$ cat src/inc/bbmc_pkg.sv
// bbmc_pkg: constants, register map and state codes of the boost/bypass mode controller
package bbmc_pkg;
   // clock and time figures
   localparam int CLK_MHZ = 250;
   localparam int REV_DLY_NS = 4000;
   localparam int REV_CYC = (REV_DLY_NS * CLK_MHZ) / 1000;
   localparam int US_MIN_FREQ_HZ = 23000;
   // longest allowed gap rounds down
   localparam int US_GAP_CYC = (CLK_MHZ * 1000000) / US_MIN_FREQ_HZ;
   localparam int PRECHG_MS = 1;
   localparam int PRECHG_CYC = PRECHG_MS * CLK_MHZ * 1000;
   localparam int HICCUP_MS = 19;
   localparam int HICCUP_CYC = HICCUP_MS * CLK_MHZ * 1000;
   localparam logic [2:0] CLAMP_RUN = 3'h7;

   // register byte addresses
   localparam logic [31:0] OFS_CTRL = 32'h0000_0000;
   localparam logic [31:0] OFS_STAT = 32'h0000_0004;

   // control register fields
   localparam int OPM_LSB = 0;
   localparam int LL_LSB = 2;
   localparam int PD_BIT = 4;
   localparam int HIC_BIT = 5;
   localparam int ILIM_LSB = 8;
   localparam logic [1:0] OPM_RST = 2'h1;
   localparam logic [1:0] LL_RST = 2'h0;
   localparam logic PD_RST = 1'h1;
   localparam logic HIC_RST = 1'h1;
   localparam logic [3:0] ILIM_RST = 4'hA;

   // status register fields
   localparam int ST_LSB = 0;
   localparam int UVLO_BIT = 4;
   localparam int REVB_BIT = 5;
   localparam int BYPSW_BIT = 6;
   localparam int CLAMP_LSB = 8;

   // operating-mode field codes
   localparam logic [1:0] OPM_AUTO_A = 2'h0;
   localparam logic [1:0] OPM_AUTO = 2'h1;
   localparam logic [1:0] OPM_FBYP = 2'h2;
   localparam logic [1:0] OPM_RSHD = 2'h3;
   // light-load field codes; 10 and 11 both mean forced pulse-width
   localparam logic [1:0] LL_PFM = 2'h0;
   localparam logic [1:0] LL_US = 2'h1;

   // synchroniser bit positions
   localparam int IX_EN = 0;
   localparam int IX_UVF = 1;
   localparam int IX_UVR = 2;
   localparam int IX_T1 = 3;
   localparam int IX_T2 = 4;
   localparam int IX_VIVO = 5;
   localparam int IX_M50 = 6;
   localparam int IX_OCP = 7;
   localparam int IX_REV = 8;
   localparam int IX_DCM = 9;
   localparam int IX_PRE = 10;
   localparam int IX_SW = 11;
   localparam int IX_CLMP = 12;
   localparam int NSYNC = 13;

   typedef enum logic [2:0] {
      ST_OFF = 3'h0,
      ST_PRECHG = 3'h1,
      ST_BOOST = 3'h2,
      ST_BYPASS = 3'h3,
      ST_FBYP = 3'h4,
      ST_FAULT = 3'h5
   } bbmc_state_e;
endpackage

$ cat src/verilog/bbmc_ctrl.sv
// bbmc_ctrl: boost/bypass mode controller with AHB-Lite register slave
// Behaviour
// - enable high and mode 01 (reset value) runs automatic boost/bypass.
// - mode 00 or 01 both select automatic boost/bypass; bypass tracks input.
// - enable high, mode 10 holds forced bypass with current-limited bypass switch on.
// - enable high, mode 11 turns power stage off; registers stay reachable.
// - enable pin low forces full shutdown over every mode setting.
// - in both shutdowns every switch path stays open.
// - input above target gives zero duty with bypass switch fully on.
// - pulse-frequency or ultrasonic: bypass entry needs output above target+1% and input above output.
// - forced pulse-width: bypass entry on output above target+2% or seven clamped off-times.
// - output below target minus 50mV leaves bypass for boost.
// - bypass overcurrent opens switch, enters short protection, restarts only if the fault is clear when the hiccup wait ends.
// - output 20mV over input for about 4us in bypass opens bypass switch.
// - light-load field 00 selects pulse-frequency, 10 or 11 forced pulse-width.
// - pulse-frequency falls back to pulse-width when discontinuous current is insufficient.
// - forced pulse-width keeps high-side on through negative current.
// - ultrasonic forces extra cycles so switching never falls below 23kHz.
// - pull-down on in either shutdown only while discharge bit is set.
// - undervoltage disables register interface and output stage until input recovers.
// - precharge failing within 1ms faults, waits 19ms, retries unless disabled.
module bbmc_ctrl #(
   parameter int US_GAP = bbmc_pkg::US_GAP_CYC,
   parameter int PRECHG = bbmc_pkg::PRECHG_CYC,
   parameter int HICCUP = bbmc_pkg::HICCUP_CYC
) (
   input wire logic hclk,
   input wire logic hresetn,
   input wire logic hsel,
   input wire logic [31:0] haddr,
   input wire logic [1:0] htrans,
   input wire logic hwrite,
   input wire logic [2:0] hsize,
   input wire logic [31:0] hwdata,
   input wire logic hready,
   output logic [31:0] hrdata,
   output logic hreadyout,
   output logic hresp,
   input wire logic en_pin,
   input wire logic vin_uvlo_fall,
   input wire logic vin_uvlo_rise,
   input wire logic vout_gt_tar_1pct,
   input wire logic vout_gt_tar_2pct,
   input wire logic vin_gt_vout,
   input wire logic vout_lt_tar_m50,
   input wire logic bypass_ocp,
   input wire logic vout_gt_vin_20mv,
   input wire logic dcm_limit,
   input wire logic precharge_done,
   input wire logic sw_cycle,
   input wire logic off_time_clamp,
   output logic bypass_sw_en,
   output logic boost_sw_en,
   output logic precharge_en,
   output logic hs_neg_keep,
   output logic dcm_allow,
   output logic force_cycle,
   output logic output_pulldown_enable,
   output logic [3:0] bypass_ilim
);
   localparam int TMAX = (PRECHG > HICCUP) ? PRECHG : HICCUP;
   localparam int TW = $clog2(TMAX + 1);
   localparam int UW = $clog2(US_GAP + 1);
   localparam int RW = $clog2(bbmc_pkg::REV_CYC + 1);

   generate
      if (US_GAP < 2 || PRECHG < 2 || HICCUP < 2) begin : g_chk
         $error("bbmc_ctrl: timing counts must be at least 2");
      end
   endgenerate

   // synchronisers
   logic [bbmc_pkg::NSYNC-1:0] raw;
   logic [bbmc_pkg::NSYNC-1:0] s1_r;
   logic [bbmc_pkg::NSYNC-1:0] s2_r;
   assign raw = {off_time_clamp, sw_cycle, precharge_done, dcm_limit, vout_gt_vin_20mv,
                 bypass_ocp, vout_lt_tar_m50, vin_gt_vout, vout_gt_tar_2pct,
                 vout_gt_tar_1pct, vin_uvlo_rise, vin_uvlo_fall, en_pin};
   genvar gi;
   generate
      for (gi = 0; gi < bbmc_pkg::NSYNC; gi++) begin : g_sync
         always_ff @(posedge hclk or negedge hresetn) begin
            if (!hresetn) begin
               s1_r[gi] <= 1'h0;
               s2_r[gi] <= 1'h0;
            end else begin
               s1_r[gi] <= raw[gi];
               s2_r[gi] <= s1_r[gi];
            end
         end
      end
   endgenerate

   logic en_s, t1_s, t2_s, vivo_s, m50_s, ocp_s, rev_s, dcm_s, pre_s, sw_s, clmp_s;
   assign en_s = s2_r[bbmc_pkg::IX_EN];
   assign t1_s = s2_r[bbmc_pkg::IX_T1];
   assign t2_s = s2_r[bbmc_pkg::IX_T2];
   assign vivo_s = s2_r[bbmc_pkg::IX_VIVO];
   assign m50_s = s2_r[bbmc_pkg::IX_M50];
   assign ocp_s = s2_r[bbmc_pkg::IX_OCP];
   assign rev_s = s2_r[bbmc_pkg::IX_REV];
   assign dcm_s = s2_r[bbmc_pkg::IX_DCM];
   assign pre_s = s2_r[bbmc_pkg::IX_PRE];
   assign sw_s = s2_r[bbmc_pkg::IX_SW];
   assign clmp_s = s2_r[bbmc_pkg::IX_CLMP];

   // undervoltage lockout, locked from power-on until input is seen good
   logic uvlo_r;
   always_ff @(posedge hclk or negedge hresetn) begin
      if (!hresetn) begin
         uvlo_r <= 1'h1;
      end else if (s2_r[bbmc_pkg::IX_UVF]) begin
         uvlo_r <= 1'h1;
      end else if (s2_r[bbmc_pkg::IX_UVR]) begin
         uvlo_r <= 1'h0;
      end
   end

   // control register
   logic [1:0] opm_r;
   logic [1:0] ll_r;
   logic pd_r;
   logic hic_r;
   logic [3:0] ilim_r;
   logic dwr_r;
   logic [31:0] daddr_r;
   logic [31:0] hrdata_r;
   bbmc_pkg::bbmc_state_e st_r;
   logic rev_block_r;
   logic [2:0] clamp_r;
   logic byp_on_r;

   logic aph;
   assign aph = hsel && htrans[1] && hready;
   assign hreadyout = 1'h1;
   assign hresp = 1'h0;
   assign hrdata = hrdata_r;

   always_ff @(posedge hclk or negedge hresetn) begin
      if (!hresetn) begin
         dwr_r <= 1'h0;
         daddr_r <= 32'h0;
      end else begin
         dwr_r <= aph && hwrite;
         daddr_r <= haddr;
      end
   end

   // interface held dead during lockout: writes dropped, reads zero
   always_ff @(posedge hclk or negedge hresetn) begin
      if (!hresetn) begin
         opm_r <= bbmc_pkg::OPM_RST;
         ll_r <= bbmc_pkg::LL_RST;
         pd_r <= bbmc_pkg::PD_RST;
         hic_r <= bbmc_pkg::HIC_RST;
         ilim_r <= bbmc_pkg::ILIM_RST;
      end else if (dwr_r && !uvlo_r && daddr_r == bbmc_pkg::OFS_CTRL) begin
         opm_r <= hwdata[bbmc_pkg::OPM_LSB +: 2];
         ll_r <= hwdata[bbmc_pkg::LL_LSB +: 2];
         pd_r <= hwdata[bbmc_pkg::PD_BIT];
         hic_r <= hwdata[bbmc_pkg::HIC_BIT];
         ilim_r <= hwdata[bbmc_pkg::ILIM_LSB +: 4];
      end
   end

   always_ff @(posedge hclk or negedge hresetn) begin
      if (!hresetn) begin
         hrdata_r <= 32'h0;
      end else if (aph && !hwrite && !uvlo_r) begin
         hrdata_r <= 32'h0;
         if (haddr == bbmc_pkg::OFS_CTRL) begin
            hrdata_r[bbmc_pkg::OPM_LSB +: 2] <= opm_r;
            hrdata_r[bbmc_pkg::LL_LSB +: 2] <= ll_r;
            hrdata_r[bbmc_pkg::PD_BIT] <= pd_r;
            hrdata_r[bbmc_pkg::HIC_BIT] <= hic_r;
            hrdata_r[bbmc_pkg::ILIM_LSB +: 4] <= ilim_r;
         end else if (haddr == bbmc_pkg::OFS_STAT) begin
            hrdata_r[bbmc_pkg::ST_LSB +: 3] <= st_r;
            hrdata_r[bbmc_pkg::UVLO_BIT] <= uvlo_r;
            hrdata_r[bbmc_pkg::REVB_BIT] <= rev_block_r;
            hrdata_r[bbmc_pkg::BYPSW_BIT] <= byp_on_r;
            hrdata_r[bbmc_pkg::CLAMP_LSB +: 3] <= clamp_r;
         end
      end else if (aph) begin
         hrdata_r <= 32'h0;
      end
   end

   // mode decode
   logic shd;
   logic fpwm;
   logic autom;
   logic byp_enter;
   assign shd = uvlo_r || !en_s || (opm_r == bbmc_pkg::OPM_RSHD);
   assign autom = (opm_r == bbmc_pkg::OPM_AUTO) || (opm_r == bbmc_pkg::OPM_AUTO_A);
   assign fpwm = ll_r[1];
   // forced pulse-width uses its own wider margin and the clamp run
   assign byp_enter = fpwm ? (t2_s || clamp_r == bbmc_pkg::CLAMP_RUN)
                           : (t1_s && vivo_s);

   // shared precharge / hiccup timer; restarts whenever the state changes
   bbmc_pkg::bbmc_state_e st_d_r;
   logic [TW-1:0] tmr_r;
   logic fresh;
   logic pre_to;
   logic hic_done;
   assign fresh = (st_r != st_d_r);
   assign pre_to = !fresh && tmr_r == TW'(PRECHG - 1);
   assign hic_done = !fresh && tmr_r == TW'(HICCUP - 1);

   always_ff @(posedge hclk or negedge hresetn) begin
      if (!hresetn) begin
         st_d_r <= bbmc_pkg::ST_OFF;
         tmr_r <= '0;
      end else begin
         st_d_r <= st_r;
         if (fresh) begin
            tmr_r <= '0;
         end else if (tmr_r != TW'(TMAX)) begin
            tmr_r <= tmr_r + TW'(1);
         end
      end
   end

   always_ff @(posedge hclk or negedge hresetn) begin
      if (!hresetn) begin
         st_r <= bbmc_pkg::ST_OFF;
      end else if (shd) begin
         st_r <= bbmc_pkg::ST_OFF;
      end else begin
         case (st_r)
            bbmc_pkg::ST_OFF: begin
               if (opm_r == bbmc_pkg::OPM_FBYP) begin
                  st_r <= bbmc_pkg::ST_FBYP;
               end else begin
                  st_r <= bbmc_pkg::ST_PRECHG;
               end
            end
            bbmc_pkg::ST_PRECHG: begin
               if (opm_r == bbmc_pkg::OPM_FBYP) begin
                  st_r <= bbmc_pkg::ST_FBYP;
               end else if (pre_s) begin
                  st_r <= bbmc_pkg::ST_BOOST;
               end else if (pre_to) begin
                  st_r <= bbmc_pkg::ST_FAULT;
               end
            end
            bbmc_pkg::ST_BOOST: begin
               if (opm_r == bbmc_pkg::OPM_FBYP) begin
                  st_r <= bbmc_pkg::ST_FBYP;
               end else if (autom && byp_enter) begin
                  st_r <= bbmc_pkg::ST_BYPASS;
               end
            end
            bbmc_pkg::ST_BYPASS: begin
               if (opm_r == bbmc_pkg::OPM_FBYP) begin
                  st_r <= bbmc_pkg::ST_FBYP;
               end else if (ocp_s) begin
                  st_r <= bbmc_pkg::ST_FAULT;
               end else if (m50_s) begin
                  st_r <= bbmc_pkg::ST_BOOST;
               end
            end
            bbmc_pkg::ST_FBYP: begin
               if (opm_r != bbmc_pkg::OPM_FBYP) begin
                  st_r <= bbmc_pkg::ST_PRECHG;
               end else if (ocp_s) begin
                  st_r <= bbmc_pkg::ST_FAULT;
               end
            end
            bbmc_pkg::ST_FAULT: begin
               // with retry disabled the fault holds until a shutdown
               if (hic_r && hic_done && !ocp_s) begin
                  st_r <= bbmc_pkg::ST_PRECHG;
               end
            end
            default: begin
               st_r <= bbmc_pkg::ST_OFF;
            end
         endcase
      end
   end

   // consecutive clamped off-time cycles, counted at each cycle start
   logic sw_d_r;
   logic sw_start;
   assign sw_start = sw_s && !sw_d_r;
   always_ff @(posedge hclk or negedge hresetn) begin
      if (!hresetn) begin
         sw_d_r <= 1'h0;
         clamp_r <= 3'h0;
      end else begin
         sw_d_r <= sw_s;
         if (st_r != bbmc_pkg::ST_BOOST || !fpwm) begin
            clamp_r <= 3'h0;
         end else if (sw_start) begin
            if (!clmp_s) begin
               clamp_r <= 3'h0;
            end else if (clamp_r != bbmc_pkg::CLAMP_RUN) begin
               clamp_r <= clamp_r + 3'h1;
            end
         end
      end
   end

   // reverse-current blocking in bypass
   logic [RW-1:0] rev_cnt_r;
   always_ff @(posedge hclk or negedge hresetn) begin
      if (!hresetn) begin
         rev_cnt_r <= '0;
         rev_block_r <= 1'h0;
      end else if (st_r != bbmc_pkg::ST_BYPASS || !rev_s) begin
         rev_cnt_r <= '0;
         rev_block_r <= 1'h0;
      end else if (rev_cnt_r == RW'(bbmc_pkg::REV_CYC - 1)) begin
         rev_block_r <= 1'h1;
      end else begin
         rev_cnt_r <= rev_cnt_r + RW'(1);
      end
   end

   // ultrasonic floor: a forced cycle when no natural one arrives in time
   logic [UW-1:0] us_gap_r;
   logic force_r;
   logic us_on;
   assign us_on = (st_r == bbmc_pkg::ST_BOOST) && (ll_r == bbmc_pkg::LL_US);
   always_ff @(posedge hclk or negedge hresetn) begin
      if (!hresetn) begin
         us_gap_r <= '0;
         force_r <= 1'h0;
      end else if (!us_on || sw_start || us_gap_r == UW'(US_GAP - 1)) begin
         us_gap_r <= '0;
         force_r <= us_on && !sw_start && us_gap_r == UW'(US_GAP - 1);
      end else begin
         us_gap_r <= us_gap_r + UW'(1);
         force_r <= 1'h0;
      end
   end

   // registered switch and discharge drives
   logic boost_r, pre_r, hsn_r, dcm_r, pd_out_r;
   logic [3:0] ilim_o_r;
   always_ff @(posedge hclk or negedge hresetn) begin
      if (!hresetn) begin
         byp_on_r <= 1'h0;
         boost_r <= 1'h0;
         pre_r <= 1'h0;
         hsn_r <= 1'h0;
         dcm_r <= 1'h0;
         pd_out_r <= 1'h0;
         ilim_o_r <= bbmc_pkg::ILIM_RST;
      end else begin
         byp_on_r <= (st_r == bbmc_pkg::ST_FBYP) ||
                     (st_r == bbmc_pkg::ST_BYPASS && !rev_block_r);
         boost_r <= (st_r == bbmc_pkg::ST_BOOST);
         pre_r <= (st_r == bbmc_pkg::ST_PRECHG);
         hsn_r <= (st_r == bbmc_pkg::ST_BOOST) && fpwm;
         dcm_r <= (st_r == bbmc_pkg::ST_BOOST) && ll_r == bbmc_pkg::LL_PFM && !dcm_s;
         pd_out_r <= pd_r && (!en_s || opm_r == bbmc_pkg::OPM_RSHD);
         ilim_o_r <= ilim_r;
      end
   end
   assign bypass_sw_en = byp_on_r;
   assign boost_sw_en = boost_r;
   assign precharge_en = pre_r;
   assign hs_neg_keep = hsn_r;
   assign dcm_allow = dcm_r;
   assign force_cycle = force_r;
   assign output_pulldown_enable = pd_out_r;
   assign bypass_ilim = ilim_o_r;
endmodule // bbmc_ctrl

$ cat config.mk
export PLATFORM = sky130hd
export DESIGN_NAME = bbmc_ctrl
export DESIGN_NICKNAME = d
export VERILOG_FILES = /design/src/inc/bbmc_pkg.sv /design/src/verilog/bbmc_ctrl.sv
export SDC_FILE = /design/constraint.sdc
export NUM_CORES = 1
export LEC_CHECK = 0
export BUFFER_PORTS_ARGS = -buffer_cell sky130_fd_sc_hd__buf_2
export CAP_MARGIN = 5
export CORE_ASPECT_RATIO = 0.5
export CORE_MARGIN = 3
export CORE_UTILIZATION = 35
export CTS_CLUSTER_DIAMETER = 150
export DETAILED_ROUTE_END_ITERATION = 12
export PLACE_DENSITY_LB_ADDON = 0.08
export SETUP_SLACK_MARGIN = 0.02
export SLEW_MARGIN = 15
export SYNTH_ARGS = -nofsm -noshare
export SYNTH_HDL_FRONTEND = slang
export SYNTH_SLANG_ARGS = --single-unit
$ cat constraint.sdc
create_clock -name hclk -period 2.3 [get_ports hclk]
set_clock_uncertainty 0.2 [all_clocks]
set_input_delay 0.345 -clock hclk [delete_from_list [all_inputs] [get_ports hclk]]
set_output_delay 0.345 -clock hclk [all_outputs]
set_load 0.01 [all_outputs]
; ---- Yosys cells after proc, flatten, opt, wreduce, memory -nomap -nowiden
; Index checks and enable logic that the tools add are counted.
[word_totals]
regBits = 171
latchBits = 0
ram_bits = 0
rom_bits = 0
elab_cells = 179
mem_count = 0
[classes]
n_addsub = 4
mul = 0
n_div = 0
n_lt_le_gt_ge = 0
n_eq_ne = 28
shift = 0
n_mux = 40
bitwise = 0
n_reduce_logical = 56
[op_table]
columns = operator, n
row1 = two-way mux 3 bit, 22
row2 = logical NOT 32 bit, 2
row3 = two-way mux 32 bit, 2
row4 = two-way mux 23 bit, 2
row5 = == test 32 x 3 -> 1 bit (second input constant), 1
row6 = adder 23 x 1 -> 23 bit (second input constant), 1
row7 = == test 23 x 18 -> 1 bit (second input constant), 1
row8 = == test 23 bit (second input constant), 1
row9 = inequality test 23 bit (second input constant), 1
row10 = logical AND 1 bit, 22
row11 = two-way mux 10 bit, 2
row12 = one-hot mux 3 bit (6 select lines), 1
row13 = adder 14 x 1 -> 14 bit (second input constant), 1
row14 = == test 14 bit (second input constant), 1
row15 = two-way mux 14 bit, 1
row16 = logical NOT 1 bit, 12
row17 = adder 10 x 1 -> 10 bit (second input constant), 1
row18 = == test 10 bit (second input constant), 1
row19 = logical OR 1 bit, 10
row20 = inequality test 5 bit (second input constant), 2
row21 = nonzero test 2 bit, 5
row22 = == test 3 bit (second input constant), 3
row23 = two-way mux 1 bit, 9
row24 = inequality test 4 bit (second input constant), 2
row25 = other kinds (15), 22

; ---- Depth between registers and ports, before layout
; Gate-level depths: netlist of run 1.
[depth]
word_depth = 8
ltp_mapped = 8
mapped_depth_nobuf = 7

; ---- Worst setup path after synthesis of run 1
; Ideal clock, no wire load.
[synth_path]
kind = reg-to-reg
start = register daddr_r[7]
end = register ilim_r[0]
setup_time_ps = 125
arrival_ps = 1715
slack_ps = 260
path_stages_with_launch = 6
n_path_buf = 1
period_less_slack_ps = 2040
cell_sequence = dfrtp_1 -> or4_1 -> nor4_1 -> and4_1 -> buf_4 -> mux2_2
[synth_between]
elab_chain_len = 2
[synth_lines]
columns = item, line_no
row1 = from (decl), bbmc_ctrl.sv:126  ; logic [31:0] daddr_r;
row2 = from (signal assigned), bbmc_ctrl.sv:145  ; daddr_r <= haddr;
row3 = logical NOT 32 bit, bbmc_ctrl.sv:157  ; end else if (dwr_r && !uvlo_r && daddr_r == bbmc_pkg::OFS_CTRL) begin
row4 = logical AND 1 bit, bbmc_ctrl.sv:157
row5 = to (signal assigned), bbmc_ctrl.sv:156  ; ilim_r <= bbmc_pkg::ILIM_RST;
row6 = to (signal assigned), bbmc_ctrl.sv:162  ; ilim_r <= hwdata[bbmc_pkg::ILIM_LSB +: 4];
row7 = to (decl), bbmc_ctrl.sv:124  ; logic [3:0] ilim_r;
; No other way between the ends.
; A chain may end at the register's enable or synchronous reset.

; ---- Final worst setup path of run 1
[layout_path]
start = register daddr_r[7]
end = register ilim_r[2]
; The elaborated chain is that of the path after synthesis.

==> results of run 1 <==
## worst max path at each step
| stage | cells past startpoint | end | start |
|---|---|---|---|
| after floorplan | 5 | ilim_r[0] | daddr_r[7] |
| final | 5 | ilim_r[2] | daddr_r[7] |
| after detailed placement | 6 | hrdata[8] | haddr[18] |
| after CTS | 7 | hrdata[6] | haddr[30] |
| after global placement | 6 | hrdata[2] | haddr[29] |
| after global routing | 7 | hrdata[6] | haddr[30] |
## worst max-delay path: cells and delay by family, from the launching register on
kind / cells / cell delay (ps)
flip-flops: 1 / 350
multiplexers: 1 / 340
buffers and inverters: 1 / 160
AND/OR/NAND/NOR: 3 / 1010
## cell usage in the layout (no fill, tap or decap), types with 4 or more instances in the layout
master                          netlist  routed
sky130_fd_sc_hd__dfrtp_1            142     142
sky130_fd_sc_hd__buf_2                3      81
sky130_fd_sc_hd__nor2_1              61      61
sky130_fd_sc_hd__dlygate4sd3_1        0      56
sky130_fd_sc_hd__nand2_1             40      40
sky130_fd_sc_hd__conb_1               2      23
sky130_fd_sc_hd__xor2_1              22      22
sky130_fd_sc_hd__xnor2_1             20      20
sky130_fd_sc_hd__clkbuf_16            0      17
sky130_fd_sc_hd__buf_4               24      16
sky130_fd_sc_hd__inv_1               14      14
sky130_fd_sc_hd__nor4_1              18      14
sky130_fd_sc_hd__nand3_1             13      13
sky130_fd_sc_hd__nand4_1             13      13
sky130_fd_sc_hd__a21oi_1             12      12
sky130_fd_sc_hd__o21ai_0             12      12
sky130_fd_sc_hd__and3_1              10      10
sky130_fd_sc_hd__mux2_2              10      10
sky130_fd_sc_hd__mux2i_1              9       9
sky130_fd_sc_hd__nor3_1               8       8
sky130_fd_sc_hd__dfstp_2              8       8
sky130_fd_sc_hd__nand2b_1             7       7
sky130_fd_sc_hd__ha_1                 7       7
sky130_fd_sc_hd__inv_6                0       7
sky130_fd_sc_hd__and4_1               5       5
sky130_fd_sc_hd__o22ai_1              5       5
sky130_fd_sc_hd__nor4b_1              5       4
sky130_fd_sc_hd__nand3b_1             4       4
sky130_fd_sc_hd__nor4_2               0       4
sky130_fd_sc_hd__buf_12               0       4
## state kept, by name (all words and copies together) (netlist names), 2 cells and up
name         count
hrdata          11
s2_r             2
ilim_r           4
s1_r            13
tmr_r           23
ll_r             2
st_d_r           3
opm_r            2
daddr_r         32
clamp_r          3
st_r             3
rev_cnt_r       10
bypass_ilim      4
us_gap_r        14
## through the flow
| step | setup slack (ps) | hold slack (ps) | utilization, % | area, sq um | cells |
|---|---|---|---|---|---|
| final | 117 | 27.7 | 48.3 | 8030 | 921 |
| after global routing | 36.9 | 23.5 | 48.3 | 8030 | 921 |
| after CTS | 35.0 | 14.1 | 48.1 | 8000 | 921 |
| after detailed placement | 31.6 | 133 | 40.9 | 6810 | 833 |
| after global placement | 62.1 | 133 | 40.9 | 6810 | 833 |
| after floorplan | 260 | -151 | - | 6130 | 539 |
## repair_timing
action                     4_1_cts  5_1_grt
hold buffers                    56        0
resized for setup                0        6
hold endpoints to repair       102        0
setup endpoints to repair        0       16
## area by class of cell
type | instances | area [sq um]
fillers | 1548 | 8610
flip-flops and latches | 150 | 3760
multi-input cells | 340 | 2120
repair buffers | 158 | 1180
clock buffers | 17 | 425
well taps | 227 | 284
clock inverters | 15 | 204
inverters | 14 | 52.6
## power groups by stage
stage	sequential (W)	clock, W	combinational, W
after floorplan	0.00281	0	0.000163
after global placement	0.00283	0	0.000295
after detailed placement	0.00283	0	0.000299
after CTS	0.00278	0.00305	0.000372
after global routing	0.00279	0.00316	0.000420
final	0.00278	0.00296	0.000366
## cells by family (layout without fill, tap and decap cells)
| kind of cell | after synthesis | count (layout) | share of synthesized area [%] |
|---|---|---|---|
| buffers and inverters | 49 | 204 | 4.59 |
| XOR/XNOR | 42 | 42 | 6.08 |
| multiplexers | 19 | 19 | 3.35 |
| AO/OA/AOI/OAI | 44 | 44 | 4.47 |
| other | 2 | 23 | 0.124 |
| adder cells (fa/ha/maj) | 7 | 7 | 1.45 |
| flip-flops | 150 | 150 | 62.2 |
| AND/OR/NAND/NOR | 205 | 205 | 17.8 |
## per-layer routing
layer | track usage, % | vias to the layer above | wire length (um)
met1 | 19.9 | 2088 | 6280
met5 | 0 | - | 0
met2 | 23.1 | 79 | 6190
met4 | 4.73 | 0 | 91
met3 | 3.20 | 6 | 578
li1 | - | 2075 | -
==> metrics.json, run 1 <==
{
  "power.combinational.fraction": {"value": 6.0, "unit": "%"},
  "groute.usage.overall": {"value": 14.5, "unit": "%"},
  "p_leak": {"value": 3.65, "unit": "nW"},
  "finalWirelength": {"value": 13.1, "unit": "mm"},
  "gr-total-overflow": {"value": 0},
  "num_rows": {"value": 33},
  "detailed_place_hpwl": {"value": 8.79, "unit": "mm"},
  "power_switching_share": {"value": 23.7, "unit": "%"},
  "r2r-end": {"value": "ilim_r[2]"},
  "power.switching": {"value": 0.00144, "unit": "W"},
  "vdd_drop_max": {"value": 0.000538, "unit": "V"},
  "fp.dieH": {"value": 99.0, "unit": "um"},
  "drt-wirelength-per-cell": {"value": 14.3, "unit": "um"},
  "detailroute.via_count": {"value": 4248},
  "post_synth.cell_area_avg": {"value": 11.7, "unit": "sq um"},
  "numPortBuffers": {"value": 82},
  "critical_path.startpoint_type": {"value": "flip-flop"},
  "clock-root-buffer": {"value": "sky130_fd_sc_hd__clkbuf_16"},
  "layout_min_cycle_time": {"value": 2180, "unit": "ps"},
  "rr_worst_depth": {"value": 5},
  "holdPathEnd": {"value": "daddr_r[2]"},
  "post-synth-top-area-fraction": {"value": 58.7, "unit": "%"},
  "grt_start_max_net_pins": {"value": 54},
  "final-max-slew-violation-count": {"value": 0},
  "finalSetupViolCount": {"value": 0},
  "grt_pass1_wl": {"value": 21.8, "unit": "mm"},
  "slew_headroom": {"value": 62.7, "unit": "%"},
  "drtAntennaViolNets": {"value": 0},
  "drc": {"value": 0},
  "crit_path_cell_trace": {"value": "or4_1 -> nor4_1 -> and4_1 -> buf_12 -> mux2_2"},
  "power_per_cell_area": {"value": 760, "unit": "nW/um^2"},
  "hold_path_class": {"value": "input port to flip-flop"},
  "rsz0062_at_grt": {"value": "false"},
  "layout_cell_share_with_drive_strength_beyond_1": {"value": 23.8, "unit": "%"},
  "clk_pin_slew": {"value": 70, "unit": "ps"},
  "share_clk_of_total_power": {"value": 48.5, "unit": "%"},
  "first_iter_violations": {"value": 195},
  "area_growth": {"value": 32.7, "unit": "%"},
  "highest_fanout_seen_on_the_critical_path": {"value": 10},
  "synthTopCellsByArea": {"value": "sky130_fd_sc_hd__dfrtp_1, sky130_fd_sc_hd__nor2_1, sky130_fd_sc_hd__dfstp_2, sky130_fd_sc_hd__xor2_1, sky130_fd_sc_hd__buf_4"},
  "initial_antenna_violation_count": {"value": 0},
  "fmax": {"value": 458, "unit": "MHz"},
  "cts.htree.levels": {"value": 4},
  "tritoncts": {"value": "yes"},
  "maxCapViolations": {"value": 0},
  "final_cycle_utilization_of_the_critical_path": {"value": 94.9, "unit": "%"},
  "first_global_vias": {"value": 4359},
  "via_per_inst": {"value": 4.61},
  "worst_path_largest_cell_delay": {"value": 520, "unit": "ps"},
  "tightest_slew": {"value": 560, "unit": "ps"},
  "totalPowerFinal": {"value": 0.00610, "unit": "W"},
  "fraction_of_the_yosys_area_taken_by_sequential_cells": {"value": 62.2, "unit": "%"},
  "drt-pass1-iter-count": {"value": 4},
  "nNetsFinal": {"value": 775},
  "place_congestion": {"value": 0.744},
  "io_pins": {"value": 132},
  "report.final.hold_viol_count": {"value": 0},
  "yosysMostFrequentCell": {"value": "sky130_fd_sc_hd__dfrtp_1"},
  "cts.sinks": {"value": 150},
  "hold_path_depth": {"value": 1},
  "cp-end-kind": {"value": "flip-flop"},
  "ys_ff_latch": {"value": 150},
  "critical_path.slowest_cell": {"value": "sky130_fd_sc_hd__or4_1"},
  "async_flop_share": {"value": 100, "unit": "%"},
  "cts_setup_buffers": {"value": 0},
  "cts_made_buffers": {"value": 17},
  "run_status": {"value": "completed"},
  "synthesis.yosys.warnings": {"value": 0},
  "cp_data_required_time": {"value": 2400, "unit": "ps"},
  "worstReg2RegStart": {"value": "daddr_r[7]"},
  "crit_type": {"value": "flip-flop to flip-flop"},
  "synth_edf_count": {"value": 0},
  "core-area": {"value": 16600, "unit": "sq um"},
  "synth_area_leader_cell": {"value": "sky130_fd_sc_hd__dfrtp_1"},
  "antenna-diode-count": {"value": 0},
  "internal_power": {"value": 0.00466, "unit": "W"},
  "initial_core_util": {"value": 36.4, "unit": "%"},
  "worst-r2r-setup-slack": {"value": 120, "unit": "ps"},
  "netlist_top_cells_count": {"value": "sky130_fd_sc_hd__dfrtp_1, sky130_fd_sc_hd__nor2_1, sky130_fd_sc_hd__nand2_1"},
  "floorplan.die.width": {"value": 192, "unit": "um"},
  "post_synth_instance_area": {"value": 6050, "unit": "sq um"},
  "post_synth_inst_count": {"value": 518},
  "clockBufferDepth": {"value": 2},
  "total_die_area": {"value": 19000, "unit": "sq um"},
  "final_sum_of_negative_setup_slack": {"value": 0, "unit": "ps"},
  "seqPwrFrac": {"value": 45.6, "unit": "%"},
  "synth_flop_cell": {"value": "sky130_fd_sc_hd__dfrtp_1"},
  "timing.critical_path.arrival": {"value": 2280, "unit": "ps"},
  "clk_latency": {"value": 410, "unit": "ps"},
  "hp-start": {"value": "haddr[2]"},
  "synth_cell_type_count": {"value": 47}
}
Note: power is estimated with default switching activity, not from simulation.
==> run 2: changes to the inputs <==
ABC_AREA = 1   (was default)
==> run 2 against run 1 <==
  * Utilization decreased by 1.1 points
  * Largest cell class unchanged
  * Highest routed layer unchanged
  * Synthesized cell count increased by 38%
  * Sequential power decreased by 3%
  * Largest power group unchanged
==> metrics.json, run 2 <==
{
  "synth_edf_count": {"value": 0, "change": "unchanged"},
  "synthMuxAreaShare": {"value": 0, "unit": "%", "change": "-3.3 points"},
  "internal_power": {"value": 0.00457, "unit": "W", "change": "-1.8%"},
  "clock-root-buffer": {"value": "sky130_fd_sc_hd__clkbuf_16"},
  "synth_top_family_by_area": {"value": "simple AND/OR/NAND/NOR gates"},
  "numPortBuffers": {"value": 82, "change": "unchanged"},
  "drt-wirelength-per-cell": {"value": 13.1, "unit": "um", "change": "-8.1%"},
  "synth_area_in_compound_gates": {"value": 6.31, "unit": "%", "change": "+1.8 points"},
  "final_cycle_utilization_of_the_critical_path": {"value": 88.4, "unit": "%", "change": "-6.6 points"},
  "gr-total-overflow": {"value": 0, "change": "unchanged"},
  "critical_path.startpoint_type": {"value": "input port"},
  "maxCapViolations": {"value": 0, "change": "unchanged"},
  "nNetsFinal": {"value": 963, "change": "+24%"},
  "vdd_drop_max": {"value": 0.000515, "unit": "V", "change": "-4.4%"},
  "share_clk_of_total_power": {"value": 49.5, "unit": "%", "change": "+1.0 points"},
  "via_per_inst": {"value": 4.49, "change": "-2.7%"},
  "post-synth-top-area-fraction": {"value": 53.5, "unit": "%", "change": "-5.2 points"},
  "first_iter_violations": {"value": 279, "change": "+43%"},
  "power_per_cell_area": {"value": 692, "unit": "nW/um^2", "change": "-8.9%"},
  "groute.usage.overall": {"value": 15.4, "unit": "%", "change": "+0.90 points"},
  "ys_ff_latch": {"value": 150, "change": "unchanged"},
  "tritoncts": {"value": "yes"},
  "first_global_vias": {"value": 5224, "change": "+20%"},
  "cts_setup_buffers": {"value": 0, "change": "unchanged"},
  "synth_flop_cell": {"value": "sky130_fd_sc_hd__dfrtp_1"},
  "fmax": {"value": 492, "unit": "MHz", "change": "+7.4%"},
  "p_leak": {"value": 4.13, "unit": "nW", "change": "+13%"},
  "place_congestion": {"value": 0.827, "change": "+11%"},
  "initial_core_util": {"value": 37.0, "unit": "%", "change": "+0.60 points"},
  "area_growth": {"value": 27.7, "unit": "%"},
  "core-area": {"value": 18000, "unit": "sq um", "change": "+7.9%"},
  "yosysMostFrequentCell": {"value": "sky130_fd_sc_hd__dfrtp_1"},
  "highest_fanout_seen_on_the_critical_path": {"value": 7, "change": "-3"},
  "layout_top_registers": {"value": "daddr_r: 32 flops, tmr_r: 23 flops, us_gap_r: 14 flops"},
  "clockBufferDepth": {"value": 2, "change": "unchanged"},
  "post_synth.cell_area_avg": {"value": 9.30, "unit": "sq um", "change": "-20%"},
  "final-max-slew-violation-count": {"value": 0, "change": "unchanged"},
  "totalPowerFinal": {"value": 0.00586, "unit": "W", "change": "-3.9%"},
  "synthAdderAreaFrac": {"value": 1.32, "unit": "%", "change": "-0.13 points"},
  "power.combinational.fraction": {"value": 4.3, "unit": "%", "change": "-1.7 points"},
  "layout.core_utilization": {"value": 47.2, "unit": "%", "change": "-1.1 points"},
  "post_synth_instance_area": {"value": 6640, "unit": "sq um", "change": "+9.7%"},
  "crit_type": {"value": "input port to flip-flop"},
  "run_status": {"value": "completed"},
  "async_flop_share": {"value": 100, "unit": "%", "change": "unchanged"},
  "tightest_slew": {"value": 523, "unit": "ps", "change": "-36.4 ps"},
  "fp.dieH": {"value": 103, "unit": "um", "change": "+4.4%"},
  "synthesis.yosys.warnings": {"value": 0, "change": "unchanged"},
  "finalWirelength": {"value": 14.9, "unit": "mm", "change": "+13%"},
  "antenna-diode-count": {"value": 0, "change": "unchanged"},
  "post_synth_inst_count": {"value": 714, "change": "+38%"},
  "n_fill_cell": {"value": 1740, "change": "+12%"},
  "drtAntennaViolNets": {"value": 0, "change": "unchanged"},
  "synth_xor_xnor_area_share": {"value": 1.26, "unit": "%", "change": "-4.8 points"},
  "drc": {"value": 0, "change": "unchanged"},
  "synth_simple_gate_area_share": {"value": 25.3, "unit": "%", "change": "+7.5 points"},
  "cts.sinks": {"value": 150, "change": "unchanged"},
  "io_pins": {"value": 132, "change": "unchanged"},
  "initial_antenna_violation_count": {"value": 0, "change": "unchanged"},
  "rsz0062_at_grt": {"value": "false"},
  "cp-end-kind": {"value": "flip-flop"},
  "critical_path.slowest_cell": {"value": "sky130_fd_sc_hd__dlygate4sd3_1"},
  "synth_cell_type_count": {"value": 46, "change": "-2.1%"},
  "critPathTopFamily": {"value": "buffers and inverters"},
  "floorplan.die.width": {"value": 201, "unit": "um", "change": "+4.6%"},
  "cp_data_required_time": {"value": 2460, "unit": "ps", "change": "+60 ps"},
  "finalSetupViolCount": {"value": 0, "change": "unchanged"},
  "detailroute.via_count": {"value": 5091, "change": "+20%"},
  "detailed_place_hpwl": {"value": 10.4, "unit": "mm", "change": "+19%"},
  "register_with_the_highest_flop_count": {"value": "daddr_r"},
  "cts_made_buffers": {"value": 17, "change": "unchanged"},
  "largest_reg_flops": {"value": 32, "change": "unchanged"},
  "grt_start_max_net_pins": {"value": 56, "change": "+3.7%"},
  "mostFrequentLayoutCells": {"value": "sky130_fd_sc_hd__dfrtp_1, sky130_fd_sc_hd__nand2_1, sky130_fd_sc_hd__nor2_1, sky130_fd_sc_hd__inv_1, sky130_fd_sc_hd__buf_2"},
  "power.switching": {"value": 0.00129, "unit": "W", "change": "-11%"},
  "power_switching_share": {"value": 22.0, "unit": "%", "change": "-1.6 points"},
  "grt_pass1_wl": {"value": 25.5, "unit": "mm", "change": "+17%"},
  "clk_latency": {"value": 420, "unit": "ps", "change": "about the same"},
  "synth_area_leader_cell": {"value": "sky130_fd_sc_hd__dfrtp_1"},
  "hold_path_class": {"value": "flip-flop to flip-flop"},
  "netlist_top_cells_count": {"value": "sky130_fd_sc_hd__dfrtp_1, sky130_fd_sc_hd__nand2_1, sky130_fd_sc_hd__nor2_1"},
  "slew_headroom": {"value": 65.1, "unit": "%", "change": "+2.4 points"},
  "layout_min_cycle_time": {"value": 2030, "unit": "ps", "change": "-151 ps"},
  "seqPwrFrac": {"value": 46.2, "unit": "%", "change": "+0.6 points"},
  "final_sum_of_negative_setup_slack": {"value": 0, "unit": "ps", "change": "unchanged"},
  "layout_cell_share_with_drive_strength_beyond_1": {"value": 19.8, "unit": "%", "change": "-3.9 points"},
  "crit_path_cell_trace": {"value": "dlygate4sd3_1 -> buf_2 -> nor2_1 -> nand2_1 -> nor2_1 -> nand3_1 -> inv_1 -> nand2_1 -> inv_1 -> nand3_1 -> nand3_1"},
  "clk_pin_slew": {"value": 70, "unit": "ps", "change": "about the same"},
  "drt-pass1-iter-count": {"value": 4, "change": "unchanged"},
  "timing.critical_path.arrival": {"value": 2190, "unit": "ps", "change": "-90 ps"},
  "num_rows": {"value": 34, "change": "+3.0%"},
  "synthTopCellsByArea": {"value": "sky130_fd_sc_hd__dfrtp_1, sky130_fd_sc_hd__nand2_1, sky130_fd_sc_hd__nor2_1, sky130_fd_sc_hd__inv_1, sky130_fd_sc_hd__nand3_1"},
  "worst_path_largest_cell_delay": {"value": 520, "unit": "ps", "change": "about the same"},
  "cts.htree.levels": {"value": 4, "change": "unchanged"},
  "critical_path.most_common_cell": {"value": "sky130_fd_sc_hd__nand3_1"},
  "layout_commonest_cell": {"value": "sky130_fd_sc_hd__dfrtp_1"},
  "report.final.hold_viol_count": {"value": 0, "change": "unchanged"},
  "fraction_of_the_yosys_area_taken_by_sequential_cells": {"value": 56.7, "unit": "%", "change": "-5.5 points"},
  "total_die_area": {"value": 20800, "unit": "sq um", "change": "+9.2%"},
  "critical_path_buf_inv_count": {"value": 4, "change": "+3"}
}
run 2: changes by cell type after synthesis, sizes merged, moves of 23 or more:
cell,before,now
nand2,40,132
inv,14,96
nor2,62,109
nand3,14,49
o21ai,12,35
run 2: power by group through the flow:
stage / Sequential [W] / Combinational [W] / Clock (W)
global placement: 0.00276 / 0.000179 / 0
floorplan: 0.00275 / 0.0000739 / 0
detailed placement: 0.00276 / 0.000179 / 0
global route: 0.00271 / 0.000284 / 0.00308
CTS: 0.00271 / 0.000253 / 0.00298
finish: 0.00271 / 0.000250 / 0.00290
run 2: logic make-up (layout without fill, tap and decap cells):
| group | Yosys count | after routing |
|---|---|---|
| AOI/OAI and AO/OA | 76 | 76 |
| xor gates and xnor gates | 7 | 7 |
| adders and majority gates | 7 | 7 |
| buffers and inverters | 127 | 274 |
| DFF | 150 | 150 |
| other | 2 | 23 |
| and+or+nand+nor | 345 | 345 |
run 2: timing repair:
action | 4_1_cts | 5_1_grt
endpoints found under the hold margin | 200 | 0
gates resized for setup | 0 | 0
endpoints found under the setup margin | 0 | 0
hold buffers | 57 | 0
run 2: routing by layer:
layer	wire [um]	part of all wire, %	track usage, %
met1	7100	48	19.9
met3	608	4.1	3.44
met2	7090	48	26.5
met4	70	0.47	5.01
met5	0	0	0
run 2: area by class of cell:
| type | instances | area, sq um | share of cell area, % |
|---|---|---|---|
| sequential | 150 | 3760 | 44.4 |
| multi-input combinational | 458 | 2360 | 27.8 |
| timing repair buffer | 145 | 1060 | 12.5 |
| clock buffer | 20 | 447 | 5.27 |
| inverter | 97 | 372 | 4.38 |
| tap | 252 | 315 | 3.72 |
| clock inverter | 12 | 165 | 1.95 |
run 2: final timing paths:
kind,slack (ps),cells after the start,to,from
min in group asynchronous,170,2,daddr_r[12],hresetn
max,270,11,hrdata[2],haddr[15]
max reg2reg,390,5,tmr_r[18],st_r[2]
min reg2reg,150,0,m50_s,s1_r[6]
max in group asynchronous,1110,3,pd_r,hresetn
min,150,0,m50_s,s1_r[6]
run 2: through the flow:
stage          hold WS (ps)  area [sq um]  setup WS, ps  std cells
2_1_floorplan          -151          6720           699        735
3_3_place_gp           39.4          7290           389       1045
3_5_place_dp           41.0          7290           367       1045
4_1_cts                 150          8480           270       1134
5_1_grt                 154          8480          94.9       1134
6_report                147          8480           268       1134
==> run 3: changes to the inputs <==
CORE_ASPECT_RATIO = 1.25   (was 0.5)
==> run 3 against run 2 <==
  * Clock-buffer cell count decreased by 2
  * Sequential share of layout area increased by 0.085 points
  * Power decreased by 0.12%
  * Cell count decreased by 2.0%
  * Largest power group unchanged
==> metrics.json, run 3 (synthesis results as in run 2) <==
{
  "cts_setup_buffers": {"value": 0, "change": "unchanged"},
  "clk_latency": {"value": 420, "unit": "ps", "change": "about the same"},
  "antenna-diode-count": {"value": 0, "change": "unchanged"},
  "tritoncts": {"value": "yes"},
  "grt_start_max_net_pins": {"value": 57, "change": "+1.8%"},
  "final_sum_of_negative_setup_slack": {"value": 0, "unit": "ps", "change": "unchanged"},
  "final.hold.worst_slack": {"value": 148, "unit": "ps", "change": "+0.373 ps"},
  "finalSetupViolCount": {"value": 0, "change": "unchanged"},
  "initial_core_util": {"value": 36.1, "unit": "%", "change": "-0.85 points"},
  "highest_fanout_seen_on_the_critical_path": {"value": 17, "change": "+10"},
  "final-max-slew-violation-count": {"value": 0, "change": "unchanged"},
  "final_cycle_utilization_of_the_critical_path": {"value": 85.4, "unit": "%", "change": "-3.0 points"},
  "timing.critical_path.arrival": {"value": 2090, "unit": "ps", "change": "-100 ps"},
  "p_leak": {"value": 4.13, "unit": "nW", "change": "+0.14%"},
  "tightest_slew": {"value": 583, "unit": "ps", "change": "+59.9 ps"},
  "cts_made_buffers": {"value": 17, "change": "unchanged"},
  "cp_data_required_time": {"value": 2430, "unit": "ps", "change": "-30 ps"},
  "cts.sinks": {"value": 150, "change": "unchanged"},
  "place_congestion": {"value": 0.882, "change": "+6.7%"},
  "cts-hold-fix-buffers": {"value": 57, "change": "unchanged"},
  "critPathTopFamily": {"value": "flip-flops"},
  "share_clk_of_total_power": {"value": 49.4, "unit": "%", "change": "about the same"},
  "power_per_cell_area": {"value": 692, "unit": "nW/um^2", "change": "about the same"},
  "initial_antenna_violation_count": {"value": 0, "change": "unchanged"},
  "first_iter_violations": {"value": 192, "change": "-31%"},
  "drt-pass1-iter-count": {"value": 5, "change": "+1"},
  "seqPwrFrac": {"value": 46.3, "unit": "%", "change": "about the same"},
  "layout_commonest_cell": {"value": "sky130_fd_sc_hd__dfrtp_1"},
  "floorplan.die.width": {"value": 129, "unit": "um", "change": "-36%"},
  "mostFrequentLayoutCells": {"value": "sky130_fd_sc_hd__dfrtp_1, sky130_fd_sc_hd__nand2_1, sky130_fd_sc_hd__nor2_1, sky130_fd_sc_hd__inv_1, sky130_fd_sc_hd__buf_2"},
  "cts.htree.levels": {"value": 4, "change": "unchanged"},
  "run_status": {"value": "completed"},
  "layout_top_registers": {"value": "daddr_r: 32 flops, tmr_r: 23 flops, us_gap_r: 14 flops"},
  "cts_repair_resize_count": {"value": 0, "change": "unchanged"},
  "via_per_inst": {"value": 4.61, "change": "+2.8%"},
  "largest_reg_flops": {"value": 32, "change": "unchanged"},
  "layout_cell_share_with_drive_strength_beyond_1": {"value": 20.0, "unit": "%", "change": "+0.20 points"},
  "clockBufferDepth": {"value": 2, "change": "unchanged"},
  "critical_path.slowest_cell": {"value": "sky130_fd_sc_hd__dfrtp_1"},
  "slew_headroom": {"value": 61.1, "unit": "%", "change": "-4.0 points"},
  "fp.dieH": {"value": 160, "unit": "um", "change": "+55%"},
  "num_rows": {"value": 55, "change": "+62%"},
  "total_die_area": {"value": 20700, "unit": "sq um", "change": "-0.43%"},
  "nNetsFinal": {"value": 964, "change": "+0.10%"},
  "finalWirelength": {"value": 15.3, "unit": "mm", "change": "+2.8%"},
  "power.combinational.fraction": {"value": 4.3, "unit": "%", "change": "about the same"},
  "critical_path.startpoint_type": {"value": "flip-flop"},
  "grt_pass1_wl": {"value": 26.2, "unit": "mm", "change": "+2.5%"},
  "detailed_place_hpwl": {"value": 11.1, "unit": "mm", "change": "+6.3%"},
  "drtAntennaViolNets": {"value": 0, "change": "unchanged"},
  "hold_path_class": {"value": "flip-flop to flip-flop"},
  "internal_power": {"value": 0.00456, "unit": "W", "change": "-0.34%"},
  "cp-end-kind": {"value": "flip-flop"},
  "register_with_the_highest_flop_count": {"value": "daddr_r"},
  "clk_pin_slew": {"value": 60, "unit": "ps", "change": "about the same"},
  "drc": {"value": 0, "change": "unchanged"},
  "first_global_vias": {"value": 5430, "change": "+3.9%"},
  "io_pins": {"value": 132, "change": "unchanged"},
  "area_growth": {"value": 27.4, "unit": "%"},
  "maxCapViolations": {"value": 0, "change": "unchanged"},
  "crit_type": {"value": "flip-flop to flip-flop"},
  "report.final.hold_viol_count": {"value": 0, "change": "unchanged"},
  "power_switching_share": {"value": 22.2, "unit": "%", "change": "+0.17 points"},
  "rsz0062_at_grt": {"value": "false"},
  "worst_path_largest_cell_delay": {"value": 680, "unit": "ps", "change": "+160 ps"},
  "crit_path_cell_trace": {"value": "xnor2_2 -> nand3_4 -> inv_2 -> o21ai_0 -> a21oi_1"},
  "gr-total-overflow": {"value": 0, "change": "unchanged"},
  "layout_setup_ws": {"value": 337, "unit": "ps", "change": "+68.8 ps"},
  "power.switching": {"value": 0.00130, "unit": "W", "change": "+0.66%"},
  "groute.usage.overall": {"value": 15.8, "unit": "%", "change": "+0.38 points"},
  "drt-wirelength-per-cell": {"value": 13.8, "unit": "um", "change": "+5.0%"},
  "vdd_drop_max": {"value": 0.000501, "unit": "V", "change": "-2.6%"},
  "fmax": {"value": 509, "unit": "MHz", "change": "+3.5%"},
  "core-area": {"value": 18400, "unit": "sq um", "change": "+2.3%"},
  "detailroute.via_count": {"value": 5125, "change": "+0.67%"},
  "critical_path_buf_inv_count": {"value": 1, "change": "-3"},
  "layout_min_cycle_time": {"value": 1960, "unit": "ps", "change": "-68.8 ps"},
  "numPortBuffers": {"value": 82, "change": "unchanged"},
  "clock-root-buffer": {"value": "sky130_fd_sc_hd__clkbuf_16"},
  "preCtsSetupSlack": {"value": 319, "unit": "ps", "change": "-47.6 ps"}
}
## run 3: power groups by stage
| stage | combinational (W) | sequential [W] | clock [W] |
|---|---|---|---|
| 3_5_place_dp | 0.000181 | 0.00276 | 0 |
| 5_1_grt | 0.000287 | 0.00271 | 0.00309 |
| 3_3_place_gp | 0.000178 | 0.00276 | 0 |
| 2_1_floorplan | 0.0000739 | 0.00275 | 0 |
| 6_report | 0.000252 | 0.00271 | 0.00289 |
| 4_1_cts | 0.000257 | 0.00271 | 0.00300 |
## run 3: per-layer routing
| metal | share of wire (%) | GRT usage (%) | vias to the layer above |
|---|---|---|---|
| li1 | - | - | 2561 |
| met3 | 3.3 | 3.61 | 21 |
| met1 | 43 | 19.0 | 2436 |
| met2 | 52 | 27.7 | 107 |
| met5 | 0 | 0 | - |
| met4 | 1.7 | 5.30 | 0 |
## run 3: metrics by stage
| stage | area [sq um] | power [W] | utilization (%) | instances |
|---|---|---|---|---|
| 2_1_floorplan | 6720 | 0.00283 | - | 735 |
| 3_3_place_gp | 7270 | 0.00294 | 39.6 | 1022 |
| 3_5_place_dp | 7270 | 0.00294 | 39.6 | 1022 |
| 4_1_cts | 8460 | 0.00597 | 46.0 | 1111 |
| 5_1_grt | 8460 | 0.00609 | 46.0 | 1111 |
| 6_report | 8460 | 0.00586 | 46.0 | 1111 |
## run 3: final timing paths
path / from / end / slack [ps] / depth (start not counted)
hold / removal: s1_r[2] / s2_r[2] / 150 / 0
setup reg to reg: st_r[2] / tmr_r[18] / 340 / 5
setup / recovery: st_r[2] / tmr_r[18] / 340 / 5
max in group asynchronous: hresetn / us_gap_r[2] / 940 / 3
min in group asynchronous: hresetn / tmr_r[2] / 270 / 2
hold reg to reg: s1_r[2] / s2_r[2] / 150 / 0
## run 3: worst reg2reg max path: stages (launching register included)
cell and delay, ps:
sky130_fd_sc_hd__dfrtp_1 680, sky130_fd_sc_hd__xnor2_2 200, sky130_fd_sc_hd__nand3_4 180, sky130_fd_sc_hd__inv_2 300, sky130_fd_sc_hd__o21ai_0 160, sky130_fd_sc_hd__a21oi_1 160
## run 3: layout make-up
class	instances	area, sq um
tap	228	285
timing repair buffer	146	1060
clock inverter	14	189
multi-input combinational	458	2360
fill	1783	9910
clock buffer	18	429
sequential	150	3760
inverter	97	372
